### src/design/omc_defs.vh
// constants for the operating mode controller
// assumes one 100 MHz clock and a synchronous active-high reset
`ifndef OMC_DEFS_VH
`define OMC_DEFS_VH
`define OMC_MODE_RESET   2'h0
`define OMC_MODE_ACTIVE  2'h1
`define OMC_MODE_STANDBY 2'h2
`define OMC_MODE_SLEEP   2'h3
`define OMC_BIT_SCLK     0
`define OMC_BIT_SDATA    1
`define OMC_BIT_EVENT    3
`define OMC_BIT_BUZZ     0
`define OMC_WAKE_CYCLES  16'h0010
`define OMC_STB_CYCLES   4'h1
`endif

### src/design/omc_pin_mux.v
// pin role multiplexer: buzzer, serial write buffer and event input
// assumes the port latch values come from elsewhere in the core
`include "omc_defs.vh"
`default_nettype none
module omc_pin_mux (
	// package selection
	input  wire       pkg28,
	// port latches and special functions
	input  wire [3:0] portBLatch,
	input  wire [3:0] portDLatch,
	input  wire [3:0] portELatch,
	input  wire       buzzEn,
	input  wire       buzzWave,
	input  wire       swbEn,
	input  wire       swbClk,
	input  wire       swbData,
	input  wire [3:0] portAIn,
	// muxed results
	output reg  [3:0] portBOut,
	output reg  [3:0] portDOut,
	output reg  [3:0] portEOut,
	output wire       eventClk
);
	assign eventClk = portAIn[`OMC_BIT_EVENT];
	always @* begin
		portBOut = portBLatch;
		portDOut = portDLatch;
		portEOut = portELatch;
		if (buzzEn && !pkg28)
			portBOut[`OMC_BIT_BUZZ] = buzzWave;
		if (buzzEn && pkg28)
			portEOut[`OMC_BIT_BUZZ] = buzzWave;
		if (swbEn) begin
			portDOut[`OMC_BIT_SCLK] = swbClk;
			portDOut[`OMC_BIT_SDATA] = swbData;
		end
	end
endmodule
`default_nettype wire

### src/design/omc_mode_ctrl.v
// operating mode controller: reset, active, standby and sleep
// assumes inputs are synchronous to ref_clk; the wake delay models the
// oscillator cold start and runs on every entry to reset mode, not only after sleep
`include "omc_defs.vh"
`default_nettype none
module omc_mode_ctrl #(
	parameter WAKE_CYCLES = `OMC_WAKE_CYCLES
) (
	// clock and reset
	input  wire       ref_clk,
	input  wire       reset,
	// reset sources
	input  wire       resetPin,
	input  wire [3:0] portAIn,
	input  wire [3:0] resetCombo,
	// cpu events
	input  wire       haltExec,
	input  wire       intReq,
	input  wire       sleepWrite,
	input  wire       sleepGuardWrite,
	input  wire       sleepGuardData,
	input  wire       portWrite,
	// pin functions
	input  wire       pkg28,
	input  wire [3:0] portBLatch,
	input  wire [3:0] portDLatch,
	input  wire [3:0] portELatch,
	input  wire       buzzEn,
	input  wire       buzzWave,
	input  wire       swbEn,
	input  wire       swbClk,
	input  wire       swbData,
	// status
	output reg  [1:0] mode_r,
	output reg        cpuClkEn_r,
	output reg        periphClkEn_r,
	output reg        strobeResetStatusOut_r,
	output reg        sleepGuard_r,
	output reg        sleepFlag_r,
	// ports and event clock
	output reg  [3:0] portBOut_r,
	output reg  [3:0] portDOut_r,
	output reg  [3:0] portEOut_r,
	output reg        eventClk_r
);
	reg  [1:0]  mode_nxt;
	reg  [15:0] wakeCnt_r;
	wire [3:0]  muxB;
	wire [3:0]  muxD;
	wire [3:0]  muxE;
	wire        muxEvt;
	wire        comboHit;

	// an all-zero combination means the option is absent
	function comboMatch;
		input [3:0] pins;
		input [3:0] sel;
		begin
			comboMatch = (sel != 4'h0) && ((pins & sel) == sel);
		end
	endfunction

	assign comboHit = comboMatch(portAIn, resetCombo);

	omc_pin_mux uMux (
		.pkg28      (pkg28),
		.portBLatch (portBLatch),
		.portDLatch (portDLatch),
		.portELatch (portELatch),
		.buzzEn     (buzzEn),
		.buzzWave   (buzzWave),
		.swbEn      (swbEn),
		.swbClk     (swbClk),
		.swbData    (swbData),
		.portAIn    (portAIn),
		.portBOut   (muxB),
		.portDOut   (muxD),
		.portEOut   (muxE),
		.eventClk   (muxEvt)
	);

	always @* begin
		mode_nxt = mode_r;
		case (mode_r)
		`OMC_MODE_RESET:
			if (wakeCnt_r == 16'h0000)
				mode_nxt = `OMC_MODE_ACTIVE;
		`OMC_MODE_ACTIVE:
			if (resetPin || comboHit)
				mode_nxt = `OMC_MODE_RESET;
			else if (sleepWrite && sleepGuard_r)
				mode_nxt = `OMC_MODE_SLEEP;
			else if (haltExec)
				mode_nxt = `OMC_MODE_STANDBY;
		`OMC_MODE_STANDBY:
			if (resetPin || comboHit)
				mode_nxt = `OMC_MODE_RESET;
			else if (intReq)
				mode_nxt = `OMC_MODE_ACTIVE;
		`OMC_MODE_SLEEP:
			// interrupts cannot wake sleep
			if (resetPin || comboHit)
				mode_nxt = `OMC_MODE_RESET;
		default:
			mode_nxt = `OMC_MODE_RESET;
		endcase
	end

	always @(posedge ref_clk) begin
		if (reset) begin
			mode_r <= `OMC_MODE_RESET;
			wakeCnt_r <= `OMC_WAKE_CYCLES;
			cpuClkEn_r <= 1'b0;
			periphClkEn_r <= 1'b0;
			strobeResetStatusOut_r <= 1'b1;
			sleepGuard_r <= 1'b0;
			sleepFlag_r <= 1'b0;
			portBOut_r <= 4'h0;
			portDOut_r <= 4'h0;
			portEOut_r <= 4'h0;
			eventClk_r <= 1'b0;
		end else begin
			mode_r <= mode_nxt;
			if (mode_nxt == `OMC_MODE_RESET && mode_r != `OMC_MODE_RESET)
				wakeCnt_r <= WAKE_CYCLES[15:0];
			else if (mode_r == `OMC_MODE_RESET && wakeCnt_r != 16'h0000)
				wakeCnt_r <= wakeCnt_r - 16'h0001;
			// instruction clock only in active mode
			cpuClkEn_r <= (mode_nxt == `OMC_MODE_ACTIVE);
			// peripherals and timers stay clocked except in sleep
			periphClkEn_r <= (mode_nxt != `OMC_MODE_SLEEP);
			strobeResetStatusOut_r <= (mode_nxt == `OMC_MODE_RESET) ||
				(portWrite && mode_r == `OMC_MODE_ACTIVE);
			if (sleepGuardWrite && mode_r == `OMC_MODE_ACTIVE)
				sleepGuard_r <= sleepGuardData;
			if (mode_r == `OMC_MODE_SLEEP && mode_nxt == `OMC_MODE_RESET)
				sleepFlag_r <= 1'b0;
			else if (mode_nxt == `OMC_MODE_SLEEP)
				sleepFlag_r <= 1'b1;
			// pins hold outside active so latches are never disturbed
			if (mode_r == `OMC_MODE_ACTIVE) begin
				portBOut_r <= muxB;
				portDOut_r <= muxD;
				portEOut_r <= muxE;
			end
			eventClk_r <= muxEvt;
		end
	end
endmodule
`default_nettype wire

### config.mk
export PLATFORM = sky130hd
export DESIGN_NAME = omc_mode_ctrl
export DESIGN_NICKNAME = d
export VERILOG_FILES = /design/src/design/omc_pin_mux.v /design/src/design/omc_mode_ctrl.v
export VERILOG_INCLUDE_DIRS = /design/src /design/src/design
export SDC_FILE = /design/constraint.sdc
export NUM_CORES = 1
export LEC_CHECK = 0
export BUFFER_PORTS_ARGS = -buffer_cell sky130_fd_sc_hd__buf_4
export CORE_MARGIN = 2
export CORE_UTILIZATION = 25
export DETAILED_ROUTE_END_ITERATION = 10
export GPL_TIMING_DRIVEN = 0
export SLEW_MARGIN = 0
export SYNTH_ARGS = -nofsm -noshare
export SYNTH_HDL_FRONTEND = slang
export SYNTH_HIERARCHICAL = 1
export SYNTH_SLANG_ARGS = --single-unit
### constraint.sdc
create_clock -name ref_clk -period 2.19 [get_ports ref_clk]
set_input_delay 0 -clock ref_clk [delete_from_list [all_inputs] [get_ports ref_clk]]
set_output_delay 0 -clock ref_clk [all_outputs]
set_load 0.005 [all_outputs]
==> metrics, run 1 <==
FILL cells about 680; wire per inst 11.5 microns; CP peak stage delay 0.39 ns; GP Congestion about 0.79; IO buf count 46; Post-synth EDFFs 0; Worst Setup EP wakeCnt_r[1]; final hold slack 0.00842 ns; CP startpoint wakeCnt_r[0]; gr ovfl total 0; CTS sink count 36; RR Startpoint wakeCnt_r[0]; via count 1,595; first-pass GRT wire length 6840 microns; placed instance area 0.00215 sq mm; startpoint types register; critical path capture point type register; Max-cap violations 0; Comb power frac 0.339; Slew headroom 0.663; commonest non-fill, non-tap cells in the layout 55 x buf_4, 36 x dfxtp_1, 34 x nand2_1; Clock Tree Root clkbuf_8; initial antenna violation count 0; Worst Path Required approximately 2.4 ns; unrepaired setup endpoints after global routing no; pwr dens 921 mW/mm^2; Die Area 0.00750 sq mm; post-synthesis sequential area ratio 0.423; Worst Tran Pin Value between 0.5 and 0.6 ns; share of cells above drive strength 1 0.283; Max VDD drop 0.000365 V; clk_lat worst skew 0.29 ns; setup_tns 0 ns; Tcrit/Tclk final 0.875; Crit path arrival time 2.13 ns; Switch Pwr 737 uW; kind of critical path register to register; post-synth cell types 38; drt pass-1 iters 4; Worst Hold Class input port to register; Max Freq 522 MHz; setup-violating endpoint count in the final report 0; n_diodes 0; worst-path fanout max 10; Core ar. 0.00668 sq mm; Synthesized Nets 243; Most used DFF post-synth dfxtp_1; switching share of power 0.335; sequential cell area 721 sq um; Reg clk slew, reported paths 0.08 ns; synthesized instance count 206; Via density 4.53; Reg power frac 0.395; Clock power frac 0.267; Post-DRT Antenna Nets 0; leakage 0.974 nW; Synth Area per Inst 8.28 sq um; Pint 1.46 mW; P&R area growth vs syn 40.0%; final core utilization 0.357; DR DRC count 0; status finished, final reports clean; clock skew 0.00994 ns; largest net degree at the start of global routing 13; DRC violation total after the first TritonRoute iteration 54; Die Ht 86.6 microns; synth warn 6; Initial Util 0.255; CTS H-tree lvls 2; critical-path cell list inv_1 > ha_1 > nor4b_1 > and4_1 > buf_2 > nor3_1 > nor2_1 > a211oi_1; die width 86.6 microns; Crit Reg-Reg Endpoint wakeCnt_r[1]; number of max-slew violations in the final report 0; most common cell after layout, fill and taps aside buf_4; Final Cell Area between 0.002 and 0.0025 sq mm; final wirelength 4050 microns; total CTS buffers 5; FFs w/ async S/R, synth 0; slowest cell on the critical path dfxtp_1; Worst R2R Path Depth 8; CTS tree built; Seq cells post-synth 36; final worst slack 0.273 ns; Hold Crit Start portAIn[3]; Final Hold Vio Count 0; Post-CTS Setup Repair Bufs 0; synthesized area 0.00171 sq mm; Top Ports 55; Clock Tree Buf Depth 2; fin crit period 1.92 ns; reg2reg setup slack 0.27 ns; post-DP HPWL 3000 microns; Place WS 0.0196 ns; vias in the first global route roughly 1,500; area of the multi-input gates 871 sq um; gr usage total 0.113; Final #Nets 308; num rows 30
registers in the layout, indices dropped and copies added (netlist names):
register,count
sleepGuard_r,1
eventClk_r,1
portDOut_r,4
portEOut_r,4
periphClkEn_r,1
mode_r,2
wakeCnt_r,16
strobeResetStatusOut_r,1
portBOut_r,4
sleepFlag_r,1
cpuClkEn_r,1
how the worst min path moves through the flow:
stage,to,slack [ns],cells past startpoint
finish,eventClk_r,0.008,3
global route,eventClk_r,0.01,3
CTS,eventClk_r,0.005,3
detailed placement,portBOut_r[2],0.26,3
global placement,portBOut_r[3],0.25,3
floorplan,sleepGuard_r,0.15,2
routing by layer:
metal	up-vias	global-route usage	routed length, microns
met5	-	0	0
met4	0	0.0369	54
met3	6	0.0362	196
met2	33	0.191	2010
met1	724	0.137	1790
li1	832	-	-
power by group through the flow:
stage	logic, mW	registers [mW]	clock network [mW]
2_1_floorplan	0.540	0.861	0
3_3_place_gp	0.721	0.875	0
5_1_grt	0.835	0.886	0.624
3_5_place_dp	0.729	0.881	0
4_1_cts	0.753	0.866	0.605
6_report	0.745	0.867	0.587
cells by family after synthesis:
group,after synthesis,share of synthesized area
DFF,36,0.423
adders and majority gates,2,0.0147
and+or+nand+nor,99,0.302
buffers and inverters,22,0.0690
xor gates and xnor gates,10,0.0514
AOI/OAI and AO/OA,33,0.112
muxes,4,0.0286
through the flow:
stage / std cells / total power [mW]
6_report: 352 / 2.20
3_3_place_gp: 332 / 1.60
3_5_place_dp: 332 / 1.61
5_1_grt: 352 / 2.35
2_1_floorplan: 206 / 1.40
4_1_cts: 352 / 2.22
Yosys cell counts (2+ instances only):
cell type | instances | area, sq um
nor4_1 | 5 | 31.3
or3_1 | 2 | 12.5
nand3_1 | 3 | 15.0
a21oi_1 | 20 | 100
dfxtp_1 | 36 | 721
nor2b_1 | 3 | 18.8
o21ai_0 | 3 | 15.0
nand4_1 | 4 | 25.0
xnor2_1 | 5 | 43.8
nand3b_1 | 3 | 22.5
nand4b_1 | 2 | 17.5
o21bai_1 | 2 | 15.0
nand2_1 | 34 | 128
inv_1 | 5 | 18.8
buf_4 | 9 | 67.6
mux2_2 | 3 | 33.8
xor2_1 | 5 | 43.8
clkbuf_1 | 7 | 26.3
nor3_2 | 2 | 20.0
nor2_1 | 19 | 71.3
or4_4 | 3 | 33.8
a31oi_1 | 2 | 12.5
ha_1 | 2 | 25.0
nor3_1 | 8 | 40.0
nand2b_1 | 6 | 37.5
area by class of cell:
cell class                 instances  area share
multi-input combinational        148       0.365
sequential                        36       0.302
timing repair buffer              58       0.195
buffer                            17      0.0419
tap                               80      0.0419
clock buffer                       5      0.0288
clock inverter                     3      0.0178
inverter                           5     0.00786
what timing repair did:
action | 4_1_cts | 5_1_grt
gates resized for setup | 1 | 2
setup endpoints to repair | 2 | 1
hold endpoints to repair | 10 | 0
hold buffers | 12 | 0
worst max-delay path, delay by kind of cell, from the launching register on:
family                   cells  cell delay, ns
flip-flops                   1            0.39
AO/OA/AOI/OAI                1            0.20
AND/OR/NAND/NOR              4            0.76
adder cells (fa/ha/maj)      1            0.22
buffers and inverters        2            0.27
No activity file was read; power rests on OpenSTA's default activity.
==> run 2: changes to the inputs <==
Settings changed: ABC_AREA set to 1.
==> run 2 against run 1 <==
- critical path depth up 5
- final area rose by 12%
- synthesized cell count grew 40%
- setup slack improved by 0.19 ns
- clock power increased by 4.3%
- count of clock-buffer cells in the layout unchanged
- die area rose by 14%
- power up 29%
- sequential cell count is the same
- worst hold slack improved by 0.019 ns
- critical path type unchanged
- sequential share of layout area fell by 3.2 points
- highest routed layer unchanged
- sequential power increased by 9.2%
- largest cell class unchanged
==> metrics, run 2 <==
Max VDD drop ~0.00046 V; clk_lat worst skew 0.29 ns; largest register by flop count wakeCnt_r; Clock Tree Buf Depth 2; final wirelength 4540 microns; Slew headroom 0.691; critical-path cell list inv_1 > ha_1 > nand2_1 > nor2_1 > nand2_1 > nand2_1 > nand2_1 > nand3_2 > nand2_2 > nand3_4 > buf_12 > nand2_2 > inv_2; die width about 92 microns; Worst Path Required approximately 2.4 ns; critical path capture point type register; post-DP HPWL between 3000 and 4000 microns; post-synthesis sequential area ratio 0.369; CTS sink count 36; Max Freq 580 MHz; Core ar. 0.00765 sq mm; status finished, final reports clean; share of cells above drive strength 1 0.267; final worst slack 0.466 ns; Final Hold Vio Count 0; n_diodes 0; Die Area 0.00854 sq mm; initial antenna violation count 0; Yosys top cell area share 0.369; first-pass GRT wire length between 7000 and 8000 microns; most common cell after layout, fill and taps aside nand2_1; Via density 4.07; CTS H-tree lvls 2; Top Ports 55; gr usage total 0.115; Final #Nets 392; DRC violation total after the first TritonRoute iteration 87; Seq cells post-synth 36; Hold Crit Start portBLatch[0]; Crit Reg-Reg Endpoint wakeCnt_r[0]; gr ovfl total 0; vias in the first global route between 1,500 and 2,000; Most used DFF post-synth dfxtp_1; hold path cells 5; most frequent cell after synthesis nand2_1; Synth Area per Inst 6.76 sq um; Final Cell Area 0.00267 sq mm; Worst Path Buf+Inv 3; leading cell types by count after synthesis 67 x nand2_1, 51 x nor2_1, 36 x dfxtp_1; cts repair resizes 0; max reg flops 16; placed instance area roughly 0.0024 sq mm; RR Startpoint wakeCnt_r[0]; DR DRC count 0; synthesized instance count a little under 300; IO buf count 46; via count 1,863; CP peak stage delay 0.36 ns; num rows 32; slowest cell on the critical path dfxtp_1; Worst R2R Path Depth 13; Die Ht 92.4 microns; unrepaired setup endpoints after global routing no; startpoint types register; clock skew 0.00680 ns; Reg clk slew, reported paths 0.08 ns; worst-path fanout max 10; kind of critical path register to register; Worst Hold Class input port to register; leading area contributor after synthesis dfxtp_1; P&R area growth vs syn 36.7%; GP Congestion 0.820; final core utilization 0.349; Clock Tree Root clkbuf_8; delay-heaviest family, CP simple AND/OR/NAND/NOR gates; post-route insts no fill 458; synth warn 6; Tcrit/Tclk final 0.787; total CTS buffers 5; fin crit period 1.72 ns; CP startpoint wakeCnt_r[0]; Place WS 0.437 ns; reg2reg setup slack roughly 0.47 ns; CTS tree built; Crit path arrival time 1.92 ns; Worst Tran Pin Value 0.464 ns; post-synth cell types 25; setup-violating endpoint count in the final report 0; Hold Path End portBOut_r[0]; drt pass-1 iters 4; placed insts 437; Max-cap violations 0; commonest non-fill, non-tap cells in the layout 67 x nand2_1, 55 x buf_4, 51 x nor2_1; FFs w/ async S/R, synth 0; wire per inst a little under 10 microns; Area contributors post-synth dfxtp_1 37%, nand2_1 13%, nor2_1 9.8%; leakage around 1.4 nW; Initial Util 0.256; Top cell by count, worst path nand2_1; pwr dens 1060 mW/mm^2; setup_tns 0 ns; Post-synth EDFFs 0; synthesized area 0.00195 sq mm; Post-DRT Antenna Nets 0; Synthesized Nets 326; largest net degree at the start of global routing 14; number of max-slew violations in the final report 0
## run 2: cell count changes after synthesis, moves of 4 or more
| cell | before | now |
|---|---|---|
| nand2_2 | 0 | 10 |
| inv_1 | 5 | 29 |
| nand2b_1 | 6 | 0 |
| nor4_1 | 5 | 0 |
| o21ai_0 | 3 | 23 |
| clkbuf_1 | 7 | 3 |
| nor2_1 | 19 | 51 |
| nand3_1 | 3 | 8 |
| xor2_1 | 5 | 10 |
| a21oi_1 | 20 | 4 |
| nand2_1 | 34 | 67 |
| inv_2 | 0 | 10 |
## run 2: power by group
group | internal, mW | total, mW | switching, mW | leakage (nW)
Sequential | 0.822 | 0.947 | 0.125 | 0.293
Combinational | 0.542 | 1.28 | 0.736 | 1.08
Clock | 0.343 | 0.612 | 0.269 | 0.0548
Total | 1.71 | 2.84 | 1.13 | 1.43
## run 2: layout make-up
type | instances | area, sq um
Clock buffer | 5 | 68.8
Clock inverter | 3 | 46.3
Tap cell | 102 | 128
Multi-Input combinational cell | 199 | 978
Sequential cell | 36 | 721
Fill cell | 817 | 4970
Timing Repair Buffer | 59 | 475
Buffer | 15 | 109
Inverter | 39 | 146
## run 2: logic make-up (layout without fill, tap and decap cells)
kind of cell,Yosys count,in the layout,share of synthesized area
flops,36,36,0.369
xor+xnor,14,14,0.0627
compound gates,29,29,0.0743
buf+inv,54,121,0.131
fa+ha+maj,2,2,0.0128
simple gates,154,154,0.351
## run 2: timing repair
action	CTS	global route
endpoints found under the hold margin	12	0
hold buffers	13	0
setup buffers	0	0
endpoints found under the setup margin	0	0
## run 2: worst max path at each step
stage	end	slack, ns	cells past startpoint
finish	wakeCnt_r[0]	0.47	13
global route	wakeCnt_r[0]	0.28	13
CTS	wakeCnt_r[0]	0.43	13
detailed placement	wakeCnt_r[1]	0.44	13
global placement	wakeCnt_r[1]	0.45	13
floorplan	wakeCnt_r[1]	0.65	13
## run 2: worst min-delay path, stage by stage
cell and delay, ns:
buf_4 0.08, nand2_1 0.04, nand2_1 0.05, nor2_1 0.04, nor2_1 0.08
## run 2: stage by stage
| stage | power [mW] | hold slack, ns |
|---|---|---|
| finish | 2.84 | 0.0277 |
| global route | 3.12 | 0.0530 |
| CTS | 2.86 | 0.0199 |
| detailed placement | 2.22 | 0.202 |
| global placement | 2.21 | 0.201 |
| floorplan | 1.88 | 0.0691 |
## run 2: routing by layer
| metal | global-route usage | share of wire | wire [microns] | up-vias |
|---|---|---|---|---|
| met5 | 0 | 0 | 0 | - |
| met4 | 0.0299 | 0.0081 | 37 | 0 |
| met3 | 0.0496 | 0.089 | 404 | 4 |
| met2 | 0.197 | 0.47 | 2160 | 54 |
| met1 | 0.130 | 0.43 | 1940 | 798 |
| li1 | - | - | - | 1007 |
==> run 3: changes to the inputs <==
Settings changed: ABC_AREA 1 to 0.
Clock period 2.19 ns to 1.4 ns, I/O delays scaled along.
==> run 3 against run 2 <==
- the flow now finishes with violations (setup timing)
- largest power group unchanged
- sequential cell count did not move
- combinational power is 54% higher
- sequential share of layout area decreased by 0.47 points
- largest cell class unchanged
==> metrics, run 3 (synthesis gave the netlist of run 1 again) <==
post-DP HPWL roughly 3100 microns; status finished, violations left; kind of critical path register to register; CTS tree built; placed insts 332; Top Ports 55; total CTS buffers 5; critical path capture point type register; largest net degree at the start of global routing 13; gr ovfl total 0; Die Area 0.00750 sq mm; Worst R2R Path Depth 7; die width 86.6 microns; wire per inst 12.8 microns; most common cell after layout, fill and taps aside buf_4; Post-DRT Antenna Nets 0; Clock Tree Root clkbuf_8; Clock Tree Buf Depth 2; clock skew 0.00740 ns; fin crit period 1.80 ns; initial antenna violation count 0; drt pass-1 iters 4; worst-path fanout max 3; vias in the first global route about 1,600; Final Power 4.34 mW; unrepaired setup endpoints after global routing yes; num rows 30; FILL cells roughly 660; share of cells above drive strength 1 0.452; routed wl met2 2350 microns; met1 WL 2020 microns; critical-path cell list inv_4 > ha_4 > or3b_4 > or4_4 > nor3_4 > a21oi_2 > nor2_1; Initial Util 0.255; DRC violation total after the first TritonRoute iteration 54; via count ~1,700; Max Freq 555 MHz; Worst Hold Class input port to register; Worst Path Required about 1.6 ns; Final #Nets 326; Slew headroom 0.688; placed instance area about 0.0022 sq mm; pwr dens 1550 mW/mm^2; IO buf count 46; DR WL met3 259 microns; hold path cells 3; largest register by flop count wakeCnt_r; max reg flops 16; number of max-slew violations in the final report 0; first-pass GRT wire length 7480 microns; startpoint types register; setup-violating endpoint count in the final report 19; final worst slack -0.403 ns; slowest cell on the critical path or4_4; Crit path arrival time 2.03 ns; Max-cap violations 0; gr usage total 0.126; DR DRC count 0; post-route insts no fill 370; CP peak stage delay around 0.52 ns; n_diodes 0; commonest non-fill, non-tap cells in the layout 68 x buf_4, 34 x nand2_1, 27 x dfxtp_1; final wirelength 4740 microns; Final Hold Vio Count 0; Reg clk slew, reported paths about 0.07 ns; Worst Tran Pin Value 0.467 ns; Tcrit/Tclk final 1.29; final hold slack 0.0124 ns; CTS H-tree lvls 2; P&R area growth vs syn 64.2%; leakage roughly 1.1 nW; violated checks setup timing; GP Congestion slightly below 0.8; DR top layer met4; Core ar. 0.00668 sq mm; Max VDD drop 0.000541 V; Final Cell Area 0.00280 sq mm; clk_lat worst skew about 0.30 ns; Place WS -0.395 ns; Die Ht a little under 90 microns; CTS sink count 36; Via density about 4.7
-- run 3: cell types whose count changed in the layout (fill, tap and decap cells not counted), moves of 5 or more --
cell,before,now
nor2_1,51,17
nand2_1,67,34
inv_1,29,3
o21ai_0,23,2
a21oi_1,4,19
buf_4,55,68
inv_2,10,0
nand2_2,10,0
dfxtp_1,36,27
buf_6,0,6
nand2b_1,0,6
dfxtp_2,0,5
nand3_1,8,3
xor2_1,10,5
-- run 3: layout make-up --
cell class	instances	area [sq um]	share of cell area
Multi-Input combinational cell	148	1050	0.375
Sequential cell	36	742	0.265
Timing Repair Buffer	76	638	0.228
Buffer	17	134	0.0478
Tap cell	80	100	0.0357
Clock buffer	5	68.8	0.0246
Clock inverter	3	42.5	0.0152
Inverter	5	23.8	0.00849
-- run 3: timing repair --
action,4_1_cts,5_1_grt
pin swaps,11,19
gates cloned,0,1
hold endpoints to repair,10,0
buffers inserted,10,9
gates resized for setup,19,30
hold buffers,11,0
endpoints found under the setup margin,30,30
-- run 3: worst paths after layout --
path	startpoint	slack, ns	end
worst max-delay path	wakeCnt_r[0]	-0.40	wakeCnt_r[8]
worst min-delay path	portAIn[3]	0.01	eventClk_r
worst max register to register	wakeCnt_r[0]	-0.40	wakeCnt_r[8]
worst min register to register	portEOut_r[1]	0.46	portEOut_r[1]
-- run 3: per-stage QoR --
stage / TNS (ns) / utilization
after global placement: -7.55 / 0.336
after CTS: -4.75 / 0.391
final: -5.11 / 0.419
after floorplan: -1.84 / -
after global routing: -6.27 / 0.419
after detailed placement: -7.82 / 0.336
-- run 3: per-layer routing --
metal / up-vias / global-route usage
met2: 51 / 0.203
met3: 9 / 0.0343
met1: 804 / 0.159
met5: - / 0
li1: 869 / -
met4: 0 / 0.0526
-- run 3: power by group --
| group | switching, mW | internal (mW) | leakage [nW] |
|---|---|---|---|
| Sequential | 0.224 | 1.22 | 0.297 |
| Combinational | 0.858 | 1.11 | 0.780 |
| Clock | 0.402 | 0.527 | 0.0541 |
-- run 3: worst max-delay path, delay by kind of cell (launching register included) --
kind | cells | cell delay [ns]
compound gates | 1 | 0.04
buf+inv | 1 | 0.06
simple gates | 4 | 1.13
fa+ha+maj | 1 | 0.13
flops | 1 | 0.36
